$ cat config.mk
export PLATFORM = sky130hd
export DESIGN_NAME = uart_chan
export DESIGN_NICKNAME = d
export VERILOG_FILES = /design/src/uart_chan_pkg.sv /design/src/uart_chan_buf.sv /design/src/uart_chan.sv
export SDC_FILE = /design/constraint.sdc
export NUM_CORES = 2
export LEC_CHECK = 0
export BUFFER_PORTS_ARGS = -buffer_cell sky130_fd_sc_hd__clkbuf_2
export CORE_AREA = 2 2 400 402
export DETAILED_ROUTE_END_ITERATION = 10
export DIE_AREA = 0 0 402 404
export PLACE_DENSITY_LB_ADDON = 0.05
export SKIP_CTS_REPAIR_TIMING = 1
export SYNTH_ARGS = -nofsm -noshare
export SYNTH_HDL_FRONTEND = slang
export SYNTH_SLANG_ARGS = --single-unit
$ cat constraint.sdc
create_clock -name sys_clk_i -period 5.35 [get_ports sys_clk_i]
set_clock_uncertainty 0.2 [all_clocks]
set_input_delay 1.07 -clock sys_clk_i [delete_from_list [all_inputs] [get_ports sys_clk_i]]
set_output_delay 1.07 -clock sys_clk_i [all_outputs]
set_load 0.03 [all_outputs]
$ cat src/uart_chan_pkg.sv
// constants shared by the serial channel data path
// assumes a 16x/8x sampling enable supplied by an external rate generator
package uart_chan_pkg;
  localparam int          FIFO_DEPTH      = 64;
  localparam int          PTR_W           = 6;
  localparam int          CNT_W           = 7;
  localparam int          RX_ENTRY_W      = 11;
  localparam logic [4:0]  OSR_16X         = 5'h10;
  localparam logic [4:0]  OSR_8X          = 5'h08;
  localparam logic [3:0]  MID_16X         = 4'h8;
  localparam logic [3:0]  MID_8X          = 4'h4;
  localparam logic [4:0]  IR_PULSE_16X    = 5'h03;
  localparam int          TMO_CHARS       = 4;
  localparam int          TMO_EXTRA_BITS  = 12;
  localparam int          CHAR_BITS_BASE  = 7;
  localparam logic        MCR_IR_RESET    = 1'b0;
  typedef enum logic [1:0] {
    TX_IDLE  = 2'b00,
    TX_START = 2'b01,
    TX_DATA  = 2'b10,
    TX_STOP  = 2'b11
  } tx_state_t;
  typedef enum logic [1:0] {
    RX_IDLE  = 2'b00,
    RX_START = 2'b01,
    RX_DATA  = 2'b10,
    RX_STOP  = 2'b11
  } rx_state_t;
endpackage : uart_chan_pkg

$ cat src/uart_chan_buf.sv
// two-entry valid/ready buffer in the receive data path
// assumes a single clock; both sides may stall freely
`timescale 1ns/10ps
module uart_chan_buf #(
  parameter int W = 11
) (
  input  wire logic         sys_clk_i,
  input  wire logic         rstn_i,
  input  wire logic [W-1:0] in_data_i,
  input  wire logic         in_valid_i,
  output logic              in_ready_o,
  output logic [W-1:0]      out_data_o,
  output logic              out_valid_o,
  input  wire logic         out_ready_i
);
  logic [W-1:0] slot_r [2];
  logic [1:0]   cnt_r;
  logic         rd_r;
  logic         wr_r;
  logic         push;
  logic         pop;

  assign in_ready_o  = (cnt_r != 2'h2);
  assign out_valid_o = (cnt_r != 2'h0);
  assign out_data_o  = slot_r[rd_r];
  assign push        = in_valid_i && in_ready_o;
  assign pop         = out_valid_o && out_ready_i;

  always_ff @(posedge sys_clk_i or negedge rstn_i) begin
    if (!rstn_i) begin
      cnt_r <= 2'h0;
      rd_r  <= 1'b0;
      wr_r  <= 1'b0;
    end else begin
      if (push) wr_r <= ~wr_r;
      if (pop) rd_r <= ~rd_r;
      cnt_r <= cnt_r + {1'b0, push} - {1'b0, pop};
    end
  end

  always_ff @(posedge sys_clk_i) begin
    if (push) slot_r[wr_r] <= in_data_i;
  end
endmodule : uart_chan_buf

$ cat src/uart_chan.sv
// one serial channel: tx fifo/shifter, rx sampler/fifo, flow, rs485, infrared
// assumes samp_en_i pulses once per sampling clock; control bits are ports
`timescale 1ns/10ps
// Functional notes
// - transmit fifo accepts up to 64 host bytes in fifo mode
// - holding-empty status set whenever transmit fifo is empty
// - tx empty interrupt on drop below trigger outside rs485 mode and on empty, if enabled
// - shifter-empty status set only after final stop bit is out
// - rs485 mode sources tx empty interrupt from shifter empty
// - rs485 direction high while sending, low after programmed delay
// - start validated at half bit outside ir mode; data and stop sampled mid-bit
// - error flags follow the byte at the fifo head after each read
// - rx data interrupt per character or at trigger level, if enabled
// - time-out after four characters plus twelve bits with data held, at any fifo level
// - receive fifo holds 64 entries of 11 bits
// - holding register is the fifo output stage when fifos enabled
// - select rts/cts or dtr/dsr; separate auto output and input enables
// - flow pin de-assert interrupts need enhanced bit and enables
// - cts high halts after current stop bit, sets status; resumes low
// - auto rts drops at upper threshold, returns at lower threshold
// - infrared start-up pin sampled at reset release into ir mode bit
// - infrared mode blocks receiver while transmitter is busy
// - infrared tx idles low; low rx input is idle
// - infrared encoder sends 3/16 bit pulse per zero bit, 1/8 bit in 8x mode
// - decoder gives zero per pulse; optional input inversion
// - bit period is 16 or 8 sampling clocks
module uart_chan
  import uart_chan_pkg::*;
(
  input  wire logic       sys_clk_i,
  input  wire logic       rstn_i,
  input  wire logic       samp_en_i,
  input  wire logic       mode_8x_i,
  input  wire logic       fifo_en_i,
  input  wire logic [1:0] word_len_i,
  input  wire logic [5:0] tx_trigger_level_i,
  input  wire logic [5:0] rx_trigger_level_i,
  input  wire logic       rx_trig_mode_i,
  input  wire logic [6:0] rts_hi_thr_i,
  input  wire logic [6:0] rts_lo_thr_i,
  input  wire logic [7:0] int_enable_i,
  input  wire logic       rs485_en_i,
  input  wire logic [3:0] rs485_delay_i,
  input  wire logic       dtr_dsr_sel_i,
  input  wire logic       auto_rts_en_i,
  input  wire logic       auto_cts_en_i,
  input  wire logic       enh_en_i,
  input  wire logic       rts_bit_i,
  input  wire logic       dtr_bit_i,
  input  wire logic       ir_mode_wr_i,
  input  wire logic       ir_mode_val_i,
  input  wire logic       ir_rx_inv_i,
  input  wire logic       ir_startup_pin_i,
  input  wire logic [7:0] tx_holding_reg_i,
  input  wire logic       tx_wr_i,
  input  wire logic       rx_rd_i,
  input  wire logic       int_status_rd_i,
  input  wire logic       rx_pin_i,
  input  wire logic       cts_n_i,
  input  wire logic       dsr_n_i,
  output logic            tx_pin_o,
  output logic            rts_n_o,
  output logic            dtr_n_o,
  output logic [7:0]      rx_holding_reg_o,
  output logic [7:0]      line_status_reg_o,
  output logic [7:0]      int_status_reg_o,
  output logic [6:0]      tx_level_o,
  output logic [6:0]      rx_level_o,
  output logic            ir_mode_o
);
  function automatic logic [5:0] ptr_inc(input logic [5:0] p);
    ptr_inc = p + 6'h01;
  endfunction : ptr_inc

  // three-stage synchronisers; a change counts when stages two and three agree
  logic [2:0] rx_s_r;
  logic [2:0] cts_s_r;
  logic [2:0] dsr_s_r;
  logic [2:0] irp_s_r;
  logic       rx_f_r;
  logic       cts_f_r;
  logic       dsr_f_r;
  always_ff @(posedge sys_clk_i or negedge rstn_i) begin
    if (!rstn_i) begin
      rx_s_r  <= 3'h7;
      cts_s_r <= 3'h7;
      dsr_s_r <= 3'h7;
      rx_f_r  <= 1'b1;
      cts_f_r <= 1'b1;
      dsr_f_r <= 1'b1;
    end else begin
      rx_s_r  <= {rx_s_r[1:0], rx_pin_i};
      cts_s_r <= {cts_s_r[1:0], cts_n_i};
      dsr_s_r <= {dsr_s_r[1:0], dsr_n_i};
      if (rx_s_r[1] == rx_s_r[2]) rx_f_r <= rx_s_r[2];
      if (cts_s_r[1] == cts_s_r[2]) cts_f_r <= cts_s_r[2];
      if (dsr_s_r[1] == dsr_s_r[2]) dsr_f_r <= dsr_s_r[2];
    end
  end

  always_ff @(posedge sys_clk_i) irp_s_r <= {irp_s_r[1:0], ir_startup_pin_i};
  // strap caught on the first clock after reset release
  logic ir_mode_r;
  logic strap_done_r;
  always_ff @(posedge sys_clk_i or negedge rstn_i) begin
    if (!rstn_i) begin
      ir_mode_r    <= MCR_IR_RESET;
      strap_done_r <= 1'b0;
    end else if (!strap_done_r) begin
      strap_done_r <= 1'b1;
      ir_mode_r    <= irp_s_r[2];
    end else if (ir_mode_wr_i) begin
      ir_mode_r <= ir_mode_val_i;
    end
  end
  assign ir_mode_o = ir_mode_r;

  logic [4:0] osr;
  logic [3:0] mid;
  assign osr = mode_8x_i ? OSR_8X : OSR_16X;
  assign mid = mode_8x_i ? MID_8X : MID_16X;

  // ---------------- transmit fifo
  logic [7:0]  tx_mem [FIFO_DEPTH];
  logic [5:0]  tx_rd_r;
  logic [5:0]  tx_wr_r;
  logic [6:0]  tx_cnt_r;
  logic        tx_pop;
  logic        tx_push;
  logic        tx_cap;
  assign tx_cap  = fifo_en_i ? (tx_cnt_r < 7'(FIFO_DEPTH)) : (tx_cnt_r == 7'h0);
  assign tx_push = tx_wr_i && tx_cap;
  always_ff @(posedge sys_clk_i or negedge rstn_i) begin
    if (!rstn_i) begin
      tx_rd_r  <= 6'h00;
      tx_wr_r  <= 6'h00;
      tx_cnt_r <= 7'h00;
    end else begin
      if (tx_push) tx_wr_r <= ptr_inc(tx_wr_r);
      if (tx_pop) tx_rd_r <= ptr_inc(tx_rd_r);
      tx_cnt_r <= tx_cnt_r + {6'h00, tx_push} - {6'h00, tx_pop};
    end
  end
  always_ff @(posedge sys_clk_i) begin
    if (tx_push) tx_mem[tx_wr_r] <= tx_holding_reg_i;
  end
  assign tx_level_o = tx_cnt_r;

  // ---------------- transmitter
  tx_state_t  tx_st_r;
  logic [4:0] tx_tick_r;
  logic [2:0] tx_bit_r;
  logic [7:0] tx_sh_r;
  logic       tx_line_r;
  logic       cts_halt;
  logic       flow_in;
  logic       tx_bit_end;
  logic [2:0] last_bit;
  assign flow_in    = dtr_dsr_sel_i ? dsr_f_r : cts_f_r;
  assign cts_halt   = auto_cts_en_i && flow_in;
  assign tx_bit_end = samp_en_i && (tx_tick_r == osr - 5'h01);
  assign last_bit   = 3'(CHAR_BITS_BASE - 3) + {1'b0, word_len_i};
  assign tx_pop     = (tx_st_r == TX_IDLE) && (tx_cnt_r != 7'h0) && !cts_halt;
  always_ff @(posedge sys_clk_i or negedge rstn_i) begin
    if (!rstn_i) begin
      tx_st_r   <= TX_IDLE;
      tx_tick_r <= 5'h00;
      tx_bit_r  <= 3'h0;
      tx_sh_r   <= 8'h00;
      tx_line_r <= 1'b1;
    end else begin
      if (samp_en_i) tx_tick_r <= tx_bit_end ? 5'h00 : tx_tick_r + 5'h01;
      case (tx_st_r)
        TX_IDLE: begin
          tx_line_r <= 1'b1;
          if (tx_pop) begin
            tx_sh_r   <= tx_mem[tx_rd_r];
            tx_st_r   <= TX_START;
            tx_tick_r <= 5'h00;
            tx_line_r <= 1'b0;
          end
        end
        TX_START: if (tx_bit_end) begin
          tx_st_r   <= TX_DATA;
          tx_bit_r  <= 3'h0;
          tx_line_r <= tx_sh_r[0];
        end
        TX_DATA: if (tx_bit_end) begin
          tx_sh_r <= {1'b0, tx_sh_r[7:1]};
          if (tx_bit_r == last_bit) begin
            tx_st_r   <= TX_STOP;
            tx_line_r <= 1'b1;
          end else begin
            tx_bit_r  <= tx_bit_r + 3'h1;
            tx_line_r <= tx_sh_r[1];
          end
        end
        TX_STOP: if (tx_bit_end) tx_st_r <= TX_IDLE;
        default: tx_st_r <= TX_IDLE;
      endcase
    end
  end

  logic tsr_empty;
  logic thr_empty;
  assign tsr_empty = (tx_st_r == TX_IDLE) && (tx_cnt_r == 7'h0);
  assign thr_empty = (tx_cnt_r == 7'h0);

  // infrared encoder: 3/16 pulse, scaled by half in 8x mode
  logic [4:0] ir_w;
  logic       tx_busy;
  assign ir_w    = mode_8x_i ? (IR_PULSE_16X >> 1) : IR_PULSE_16X;
  assign tx_busy = (tx_st_r != TX_IDLE);
  always_ff @(posedge sys_clk_i or negedge rstn_i) begin
    if (!rstn_i) begin
      tx_pin_o <= 1'b1;
    end else if (ir_mode_r) begin
      tx_pin_o <= tx_busy && !tx_line_r && (tx_tick_r < ir_w);
    end else begin
      tx_pin_o <= tx_line_r;
    end
  end

  // ---------------- rs485 turnaround, counted in bit periods
  logic [3:0] ta_cnt_r;
  logic       dir_r;
  always_ff @(posedge sys_clk_i or negedge rstn_i) begin
    if (!rstn_i) begin
      dir_r    <= 1'b0;
      ta_cnt_r <= 4'h0;
    end else if (tx_busy) begin
      dir_r    <= 1'b1;
      ta_cnt_r <= rs485_delay_i;
    end else if (dir_r) begin
      if (ta_cnt_r == 4'h0) dir_r <= 1'b0;
      else if (tx_bit_end) ta_cnt_r <= ta_cnt_r - 4'h1;
    end
  end

  // ---------------- receiver
  logic rx_in;
  logic rx_ir;
  assign rx_ir = rx_f_r ^ ir_rx_inv_i;
  assign rx_in = ir_mode_r ? !rx_ir : rx_f_r;
  rx_state_t  rx_st_r;
  logic [4:0] rx_tick_r;
  logic [2:0] rx_bit_r;
  logic [7:0] rx_sh_r;
  logic       rx_par_r;
  logic       rx_ir_hit_r;
  logic       rx_in_d_r;
  logic       rx_samp;
  logic       rx_bit;
  logic       rx_vld;
  logic [10:0] rx_word;
  logic        buf_rdy;
  logic        rx_blocked;
  assign rx_blocked = ir_mode_r && tx_busy;
  assign rx_samp = samp_en_i && (rx_tick_r == {1'b0, mid} - 5'h01);
  // in ir mode a pulse up to the mid-bit sample counts as a zero
  assign rx_bit  = ir_mode_r ? (rx_in && !rx_ir_hit_r) : rx_in;
  always_ff @(posedge sys_clk_i or negedge rstn_i) begin
    if (!rstn_i) begin
      rx_st_r     <= RX_IDLE;
      rx_tick_r   <= 5'h00;
      rx_bit_r    <= 3'h0;
      rx_sh_r     <= 8'h00;
      rx_par_r    <= 1'b0;
      rx_ir_hit_r <= 1'b0;
      rx_in_d_r   <= 1'b1;
      rx_vld      <= 1'b0;
      rx_word     <= 11'h000;
    end else begin
      rx_vld <= 1'b0;
      rx_in_d_r <= rx_in;
      if (samp_en_i) begin
        rx_tick_r <= (rx_tick_r == osr - 5'h01) ? 5'h00 : rx_tick_r + 5'h01;
        if (rx_tick_r == osr - 5'h01) rx_ir_hit_r <= 1'b0;
        else if (!rx_in) rx_ir_hit_r <= 1'b1;
      end
      case (rx_st_r)
        RX_IDLE: if (!rx_in && rx_in_d_r && !rx_blocked) begin
          rx_st_r     <= RX_START;
          rx_tick_r   <= 5'h00;
          rx_ir_hit_r <= 1'b0;
        end
        RX_START: if (rx_samp) begin
          rx_bit_r <= 3'h0;
          rx_st_r  <= (ir_mode_r || !rx_in) ? RX_DATA : RX_IDLE;
        end
        RX_DATA: if (rx_samp) begin
          rx_sh_r <= {rx_bit, rx_sh_r[7:1]};
          if (rx_bit_r == last_bit) rx_st_r <= RX_STOP;
          else rx_bit_r <= rx_bit_r + 3'h1;
        end
        RX_STOP: if (rx_samp) begin
          rx_st_r <= RX_IDLE;
          rx_vld  <= 1'b1;
          // flags: break(4) framing(3) overrun(2) beside the byte
          rx_word <= {(rx_sh_r == 8'h00) && !rx_bit, !rx_bit, !buf_rdy,
                      rx_sh_r >> (3'h3 - {1'b0, word_len_i})};
        end
        default: rx_st_r <= RX_IDLE;
      endcase
    end
  end

  // ---------------- rx buffer then rx fifo
  logic [10:0] bo_data;
  logic        bo_vld;
  logic        rx_push;
  logic [10:0] rx_mem [FIFO_DEPTH];
  logic [5:0]  rx_rd_r;
  logic [5:0]  rx_wr_r;
  logic [6:0]  rx_cnt_r;
  logic        rx_cap;
  logic        rx_pop;
  assign rx_cap  = fifo_en_i ? (rx_cnt_r < 7'(FIFO_DEPTH)) : (rx_cnt_r == 7'h0);
  assign rx_push = bo_vld && rx_cap;
  assign rx_pop  = rx_rd_i && (rx_cnt_r != 7'h0);
  uart_chan_buf #(.W(RX_ENTRY_W)) u_rx_buf (
    .sys_clk_i   (sys_clk_i),
    .rstn_i      (rstn_i),
    .in_data_i   (rx_word),
    .in_valid_i  (rx_vld),
    .in_ready_o  (buf_rdy),
    .out_data_o  (bo_data),
    .out_valid_o (bo_vld),
    .out_ready_i (rx_cap)
  );
  always_ff @(posedge sys_clk_i or negedge rstn_i) begin
    if (!rstn_i) begin
      rx_rd_r  <= 6'h00;
      rx_wr_r  <= 6'h00;
      rx_cnt_r <= 7'h00;
    end else begin
      if (rx_push) rx_wr_r <= ptr_inc(rx_wr_r);
      if (rx_pop) rx_rd_r <= ptr_inc(rx_rd_r);
      rx_cnt_r <= rx_cnt_r + {6'h00, rx_push} - {6'h00, rx_pop};
    end
  end
  always_ff @(posedge sys_clk_i) begin
    if (rx_push) rx_mem[rx_wr_r] <= bo_data;
  end
  logic [10:0] rx_head;
  assign rx_head = rx_mem[rx_rd_r];
  // head entry drives the error flags directly and the holding register one cycle later
  always_ff @(posedge sys_clk_i or negedge rstn_i) begin
    if (!rstn_i) rx_holding_reg_o <= 8'h00;
    else if (rx_cnt_r != 7'h0) rx_holding_reg_o <= rx_head[7:0];
  end
  assign rx_level_o = rx_cnt_r;
  assign line_status_reg_o = {1'b0, tsr_empty, thr_empty,
                              rx_head[10:8] & {3{rx_cnt_r != 7'h0}}, 1'b0,
                              rx_cnt_r != 7'h0};

  // ---------------- time-out: 4 characters plus 12 bits, in bit periods
  logic [6:0] tmo_lim;
  logic [6:0] tmo_r;
  logic       tmo_fire_r;
  assign tmo_lim = 7'(TMO_CHARS) * (7'(CHAR_BITS_BASE) + {5'h00, word_len_i})
                   + 7'(TMO_EXTRA_BITS);
  always_ff @(posedge sys_clk_i or negedge rstn_i) begin
    if (!rstn_i) begin
      tmo_r      <= 7'h00;
      tmo_fire_r <= 1'b0;
    end else if (rx_cnt_r == 7'h0 || rx_push || rx_pop) begin
      tmo_r      <= 7'h00;
      tmo_fire_r <= 1'b0;
    end else if (tx_bit_end && tmo_r != tmo_lim) begin
      tmo_r <= tmo_r + 7'h01;
    end else if (tmo_r == tmo_lim) begin
      tmo_fire_r <= 1'b1;
    end
  end

  // ---------------- auto rts/dtr output with hysteresis
  logic flow_out_r;
  always_ff @(posedge sys_clk_i or negedge rstn_i) begin
    if (!rstn_i) flow_out_r <= 1'b1;
    else if (rx_cnt_r >= rts_hi_thr_i) flow_out_r <= 1'b0;
    else if (rx_cnt_r <= rts_lo_thr_i) flow_out_r <= 1'b1;
  end
  logic sel_bit;
  logic auto_out_n;
  logic out_n;
  assign sel_bit    = dtr_dsr_sel_i ? dtr_bit_i : rts_bit_i;
  assign auto_out_n = !(sel_bit && (!auto_rts_en_i || flow_out_r));
  assign out_n      = rs485_en_i ? dir_r : auto_out_n;
  assign rts_n_o    = dtr_dsr_sel_i ? !rts_bit_i : out_n;
  assign dtr_n_o    = dtr_dsr_sel_i ? out_n : !dtr_bit_i;

  // ---------------- interrupt sources
  logic rx_trig;
  logic tx_below;
  logic tx_below_d_r;
  logic tx_empt_src_d_r;
  logic tx_int_r;
  logic flow_in_d_r;
  logic out_n_d_r;
  logic cts_int_r;
  logic rts_int_r;
  logic tx_empt_src;
  assign rx_trig     = rx_trig_mode_i ? (rx_cnt_r >= {1'b0, rx_trigger_level_i})
                                      : (rx_cnt_r != 7'h0);
  assign tx_below    = tx_cnt_r < {1'b0, tx_trigger_level_i};
  assign tx_empt_src = rs485_en_i ? tsr_empty : thr_empty;
  always_ff @(posedge sys_clk_i or negedge rstn_i) begin
    if (!rstn_i) begin
      tx_below_d_r    <= 1'b1;
      tx_empt_src_d_r <= 1'b1;
      tx_int_r        <= 1'b0;
      flow_in_d_r     <= 1'b1;
      out_n_d_r       <= 1'b1;
      cts_int_r       <= 1'b0;
      rts_int_r       <= 1'b0;
    end else begin
      tx_below_d_r    <= tx_below;
      tx_empt_src_d_r <= tx_empt_src;
      flow_in_d_r     <= flow_in;
      out_n_d_r       <= out_n;
      // set wins over the clear on the same cycle
      if ((tx_below && !tx_below_d_r && !rs485_en_i) ||
          (tx_empt_src && !tx_empt_src_d_r)) tx_int_r <= 1'b1;
      else if (tx_wr_i || int_status_rd_i) tx_int_r <= 1'b0;
      if (enh_en_i && int_enable_i[7] && flow_in && !flow_in_d_r)
        cts_int_r <= 1'b1;
      else if (int_status_rd_i) cts_int_r <= 1'b0;
      if (enh_en_i && int_enable_i[6] && out_n && !out_n_d_r)
        rts_int_r <= 1'b1;
      else if (int_status_rd_i) rts_int_r <= 1'b0;
    end
  end
  assign int_status_reg_o = {2'h0, cts_int_r || rts_int_r, 1'b0,
                             int_enable_i[0] && tmo_fire_r,
                             int_enable_i[0] && rx_trig,
                             int_enable_i[1] && tx_int_r, 1'b0};
endmodule : uart_chan

[After elaboration in Yosys (flattened, before gate mapping)]
Memory sizes are Yosys's and may differ from the RTL's.
Index checks and enable logic that the tools add are counted.
Storage, ports and cells
  register bits after elaboration: 140
  bits in latches: 0
  bits in writable memories: 1238
  bits in read-only memories: 0
  bits of input ports: 71
  logic and storage cells: 287
  memories: 3
Memories
  rx_mem: depth 64, width 11, rd ports 1, clocked after Yosys merged registers in 0, wr ports 1, RTL line uart_chan.sv:312  | logic [10:0] rx_mem [FIFO_DEPTH];
  tx_mem: depth 64, width 8, rd ports 1, clocked after Yosys merged registers in 0, wr ports 1, RTL line uart_chan.sv:124  | logic [7:0] tx_mem [FIFO_DEPTH];
  u_rx_buf.slot_r: depth 2, width 11, rd ports 1, clocked after Yosys merged registers in 0, wr ports 1, RTL line uart_chan_buf.sv:16  | logic [W-1:0] slot_r [2];
Operators by class
  add/sub/neg operators: 22
  multipliers: 0
  div/mod/pow operators: 0
  magnitude comparators: 7
  equality and inequality tests: 32
  shift operators: 1
  multiplexer cells: 86
  bitwise logic cells: 4
  reductions and logical operators: 87
Operators by type and width (count)
  5-bit two-way mux: 9
  1-bit two-way mux: 44
  2-bit inequality test, second input constant: 16
  1-bit logical AND: 31
  2-bit nonzero test: 13
  6-bit by 1-bit adder with 6-bit output, second input constant: 4
  2-bit two-way mux: 12
  4-bit two-way mux: 5
  3-bit two-way mux: 6
  1-bit zero test: 17
  8-bit two-way mux: 2
  2-bit case mux with 4 select lines: 2
  8-bit case mux with 2 select lines: 1
  5-bit equality test: 3
  7-bit by 1-bit adder with 7-bit output: 2
  7-bit zero test: 2
  7-bit < comparator, second input constant: 2
  7-bit two-way mux: 2
  7-bit nonzero test: 2
  7-bit by 1-bit subtractor with 7-bit output: 2
  3-bit case mux with 2 select lines: 2
  5-bit by 1-bit adder with 5-bit output, second input constant: 2
  5-bit AND reduction: 2
  3-bit AND reduction: 3
  other kinds (34): 53

[Longest topological paths before layout]
  word-level depth: 8
  gate-level depth with buffers: 16

[By module]
From an unflattened synthesis, not the netlist that was laid out.
Unflattened totals
  cell total of the unflattened synthesis: 2925
  area, all modules: 55430.7 sq um
By module, submodules not included
  uart_chan: instances 1, cells an instance 2874, area an instance 54439.7 sq um, sequential area each 39928.3 sq um
  uart_chan_buf: instances 1, cells an instance 51, area an instance 991.0 sq um, sequential area each 760.7 sq um

[Worst setup path after synthesis]
No wires, ideal clock.
  path kind: input to register
  start: input port dtr_dsr_sel_i
  end: register tx_cnt_r[6], in the netlist tx_level_o[6]
  library setup time: 80 ps
  data arrival time: 3342 ps
  required time: 5070 ps
  slack: 1728 ps
  cell stages on the path: 14
  path buffers: 1
  cell sequence: mux2i_1 -> o22ai_1 -> nor2_1 -> buf_2 -> ha_1 -> inv_1 -> ha_1 -> fa_1 -> a21oi_1 -> nor2_1 -> o21ai_0 -> a21oi_1 -> nor2_1 -> xnor2_1
On the way
  longest elaborated chain between the ends: 5
Ends and longest elaborated chain
  start, declared: RTL line uart_chan.sv:44  | input wire logic dtr_dsr_sel_i,
  1-bit two-way mux: RTL line uart_chan.sv:159  | assign flow_in = dtr_dsr_sel_i ? dsr_f_r : cts_f_r;
  1-bit logical AND: RTL line uart_chan.sv:160  | assign cts_halt = auto_cts_en_i && flow_in;
  1-bit zero test: RTL line uart_chan.sv:163  | assign tx_pop = (tx_st_r == TX_IDLE) && (tx_cnt_r != 7'h0) && !cts_halt;
  1-bit logical AND: RTL line uart_chan.sv:163
  7-bit by 1-bit subtractor with 7-bit output: RTL line uart_chan.sv:141  | tx_cnt_r <= tx_cnt_r + {6'h00, tx_push} - {6'h00, tx_pop};
  end signal, assigned: RTL line uart_chan.sv:141
  end, declared: RTL line uart_chan.sv:127  | logic [6:0] tx_cnt_r;
No other way between the ends.
A chain may end at the register's enable or synchronous reset.

[Worst setup path in the final report]
  start: register rx_rd_r[0]
  end: output port line_status_reg_o[4]
On the way
  longest elaborated chain between the ends: 2
Ends and longest elaborated chain
  start, declared: RTL line uart_chan.sv:313  | logic [5:0] rx_rd_r;
  start signal, assigned: RTL line uart_chan.sv:338  | if (rx_pop) rx_rd_r <= ptr_inc(rx_rd_r);
  memory read 64 x 11 bit
  3-bit bitwise AND: RTL line uart_chan.sv:354  | rx_head[10:8] & {3{rx_cnt_r != 7'h0}}, 1'b0,
  end, declared: RTL line uart_chan.sv:65  | output logic [7:0] line_status_reg_o,
No other way between the ends.

==> impl_metrics.ini <==
[finish]
layout_common_cells = edfxtp_1, mux4_2, nor2_1
area_delta_synth_final_pct = 15.20
final_common_cell = edfxtp_1
layout-drive-gt1-share_pct = 26.25
num-nets-final = 3221

[synthesis]
ys_async_sr_fraction_pct = 9.942
synth-compound-area-share_pct = 2.918
synthSimpleGateAreaFrac_pct = 3.624
synth_edf_count = 1238
avgSynthCellArea_um2 = 19.45
synth_top_family_by_area = multiplexers
yosysWarningCount = 0
dominantRegCellSynth = edfxtp_1
synth-seq-cells = 1378
yosysTopAreaCell = edfxtp_1
synth_area_mm2 = 0.05506
synth-xor-area-share_pct = 0.9226
yosysSeqAreaShare_pct = 73.90
synthCells = 2831
synth_mux_area_share_pct = 15.24
synth_top_area_share_pct = 67.51
ys_types = 70
yosys.area_share.adder_pct = 1.536
synthTopCellsByArea = edfxtp_1, mux4_2, dfrtp_1

[pwr]
finalPower_mw = 32.99
vdd_drop_max_uv = 296.9
powerDensity_mw_per_mm2 = 520.1
p_leak_nw = 21.22

[setup_path]
cp.buffers_inverters = 2
path_common_cell = mux4_2
path_cells = buf_12 > mux4_2 > mux4_2 > mux2i_1 > o22ai_1 > clkbuf_2
critical_path_class = reg2out
worst_setup_path_end_kind = output pin
cpPeakStageDelay_ns = 0.71
crit_fanout = 56
critPathTopFamily = multiplexers
cp.required_ns = 4.08
critPathLaunchType = register
critPathArrivalTime_ns = 3.82
cp_slowest_cell = dfrtp_4

[worst_hold_path]
worstHoldPathType = reg2reg

[global_routing]
grt_start_max_net_pins = 96
grt_pass1_vias = 28720
grt_util_all_layers_pct = 17.35
grt_pass1_wl_mm = 204.1
grt_overflow = 0
antenna_found_initial = 1

[drt]
vias_per_cell = 5.128
drt_wl_total_mm = 140.1
via_count = 27110
drc_errors = 0
wire_per_inst_um = 26.50
first_pass_iters = 5
drt_iter0_drc = 1843
ant_nets = 0

[floorplanning]
die_area_mm2 = 0.1624
num_io_pins = 113
die_width_um = 402
rows = 146
dieHeight_um = 404
initial_utilization_pct = 34.89
core_mm2 = 0.1578

[flow_run]
cap_violations = 0

[timing]
maxSlewViolCount = 0
fin_crit_sh_pct = 95.14
max-slew-margin-rel_pct = 14.49
min_period_ns = 5.090
finalHoldViolCount = 0
fin_setup_tns_ns = 0
fmax_ghz = 0.1965
tightestPinTransition_ns = 1.278
setup_viol = 0
grt_setup_unrepaired = false

[clock_tree]
numCtsBuffers = 155
cts_tree = yes
clk_path_buf_depth = 3
cts.clk_slew.worst_paths_ns = 0.06
clk_latency_ns = 0.77
root_buffer = clkbuf_16
htree_levels = 4
cts_sinks = 1378

[outcome]
status = finished, final reports clean

[place]
hpwl_mm = 87.34
finalWeightedCongestion = 0.7572
portBuffers = 102
==> worst reg2reg max path, delay by kind of cell, from the launching register on <==
family                   cells  cell delay, ns
AO/OA/AOI/OAI                3            0.44
XOR/XNOR                     1            0.13
buffers and inverters        2            0.30
adder cells (fa/ha/maj)      3            0.79
flip-flops                   1            0.45
AND/OR/NAND/NOR              7            1.66
==> path summary, 6_finish.rpt <==
| path | start | depth (start not counted) | slack, ns | to |
|---|---|---|---|---|
| min in group asynchronous | rstn_i | 1 | 0.13 | tx_int_r$_DFFE_PN0P_ |
| max in group asynchronous | rstn_i | 2 | 3.71 | rx_level_o[1]$_DFF_PN0_ |
| min reg2reg | irp_s_r[1]$_DFF_P_ | 0 | 0.12 | irp_s_r[2]$_DFF_P_ |
| max reg2reg | rx_level_o[2]$_DFF_PN0_ | 16 | 1.32 | rx_level_o[6]$_DFF_PN0_ |
| max | rx_rd_r[0]$_DFFE_PN0P_ | 6 | 0.26 | line_status_reg_o[4] |
| min | irp_s_r[1]$_DFF_P_ | 0 | 0.12 | irp_s_r[2]$_DFF_P_ |
==> logic make-up (layout without fill, tap and decap cells) <==
family	count (synthesis)	in the layout
and+or+nand+nor	429	429
AOI/OAI and AO/OA	239	239
muxes	445	445
buffers and inverters	213	589
DFF	1378	1378
other	2	10
adders and majority gates	67	67
xor gates and xnor gates	58	58
==> power breakdown <==
| part | leakage [nW] | switching, mW | internal, mW | total (mW) |
|---|---|---|---|---|
| Combinational | 6.00 | 5.49 | 3.81 | 9.30 |
| Clock | 2.38 | 4.30 | 5.90 | 10.2 |
| Sequential | 12.8 | 0.706 | 12.8 | 13.5 |
| Total | 21.2 | 10.5 | 22.5 | 33.0 |
==> through the flow <==
| stage | worst slack [ns] | instances | area [um2] | hold WS, ns | util [%] |
|---|---|---|---|---|---|
| 2_1_floorplan | 1.728 | 2836 | 55080 | 0.1096 | - |
| 3_3_place_gp | 1.004 | 5001 | 58560 | 0.1115 | 37.10 |
| 3_5_place_dp | 0.9796 | 5001 | 58560 | 0.1132 | 37.10 |
| 4_1_cts | 0.1391 | 5284 | 63430 | 0.1232 | 40.19 |
| 5_1_grt | 0.07188 | 5284 | 63430 | 0.1310 | 40.19 |
| 6_report | 0.2603 | 5287 | 63430 | 0.1244 | 40.19 |
==> cell type report <==
type / instances / area, um2
antenna: 3 / 7.507
clock buffer: 199 / 4165
clock inverter: 84 / 701.9
fill: 14200 / 94400
inverter: 67 / 251.5
multi-input combinational: 1245 / 13380
sequential: 1378 / 40710
tap: 2072 / 2592
timing repair buffer: 239 / 1633
==> registers in the layout, summed over array words and instances, names as in the netlist, 7 cells and up, named ones only <==
| register | flops |
|---|---|
| rx_level_o | 7 |
| tx_level_o | 7 |
| rx_sh_r | 8 |
| tmo_r | 7 |
| tx_mem | 512 |
| tx_sh_r | 8 |
| rx_word | 11 |
| u_rx_buf.slot_r | 22 |
| rx_holding_reg_o | 8 |
| rx_mem | 704 |
==> synthesized netlist by cell type, types with 5 or more instances <==
library cell  count
o221ai_1         20
ha_1             62
buf_2            37
dfrtp_1         117
nor3_1           10
or3_1             5
nor2b_1          14
xnor2_1          30
mux4_2          311
buf_4            22
a22oi_1          30
a22o_1           15
edfxtp_1       1238
and3_1            8
mux2i_1          98
nor2_1          194
xor2_1           28
clkbuf_1         50
nand4_1          14
and2_1           10
nand3b_1         14
o21ai_0          48
o22ai_1          12
a21oi_1          51
buf_1            24
a2111oi_0         5
or2_2             5
o211ai_1          5
mux2_2           36
nand2b_1         10
buf_6            12
inv_1            63
a221oi_1         10
dfstp_2          20
a21o_1            5
nand3_1          42
nand2_1          82
==> per-layer routing <==
layer  share of wire, %  vias to the layer above  wire length, um  track usage (%)
met5                  0                        -                0                0
met4                2.4                        0             3374            4.894
met3                3.7                      204             5182            2.679
met2                 51                      582            71070            29.77
met1                 43                    14400            60470            22.88
li1                   -                    11930                -                -
(Power assumes the default switching activity.)
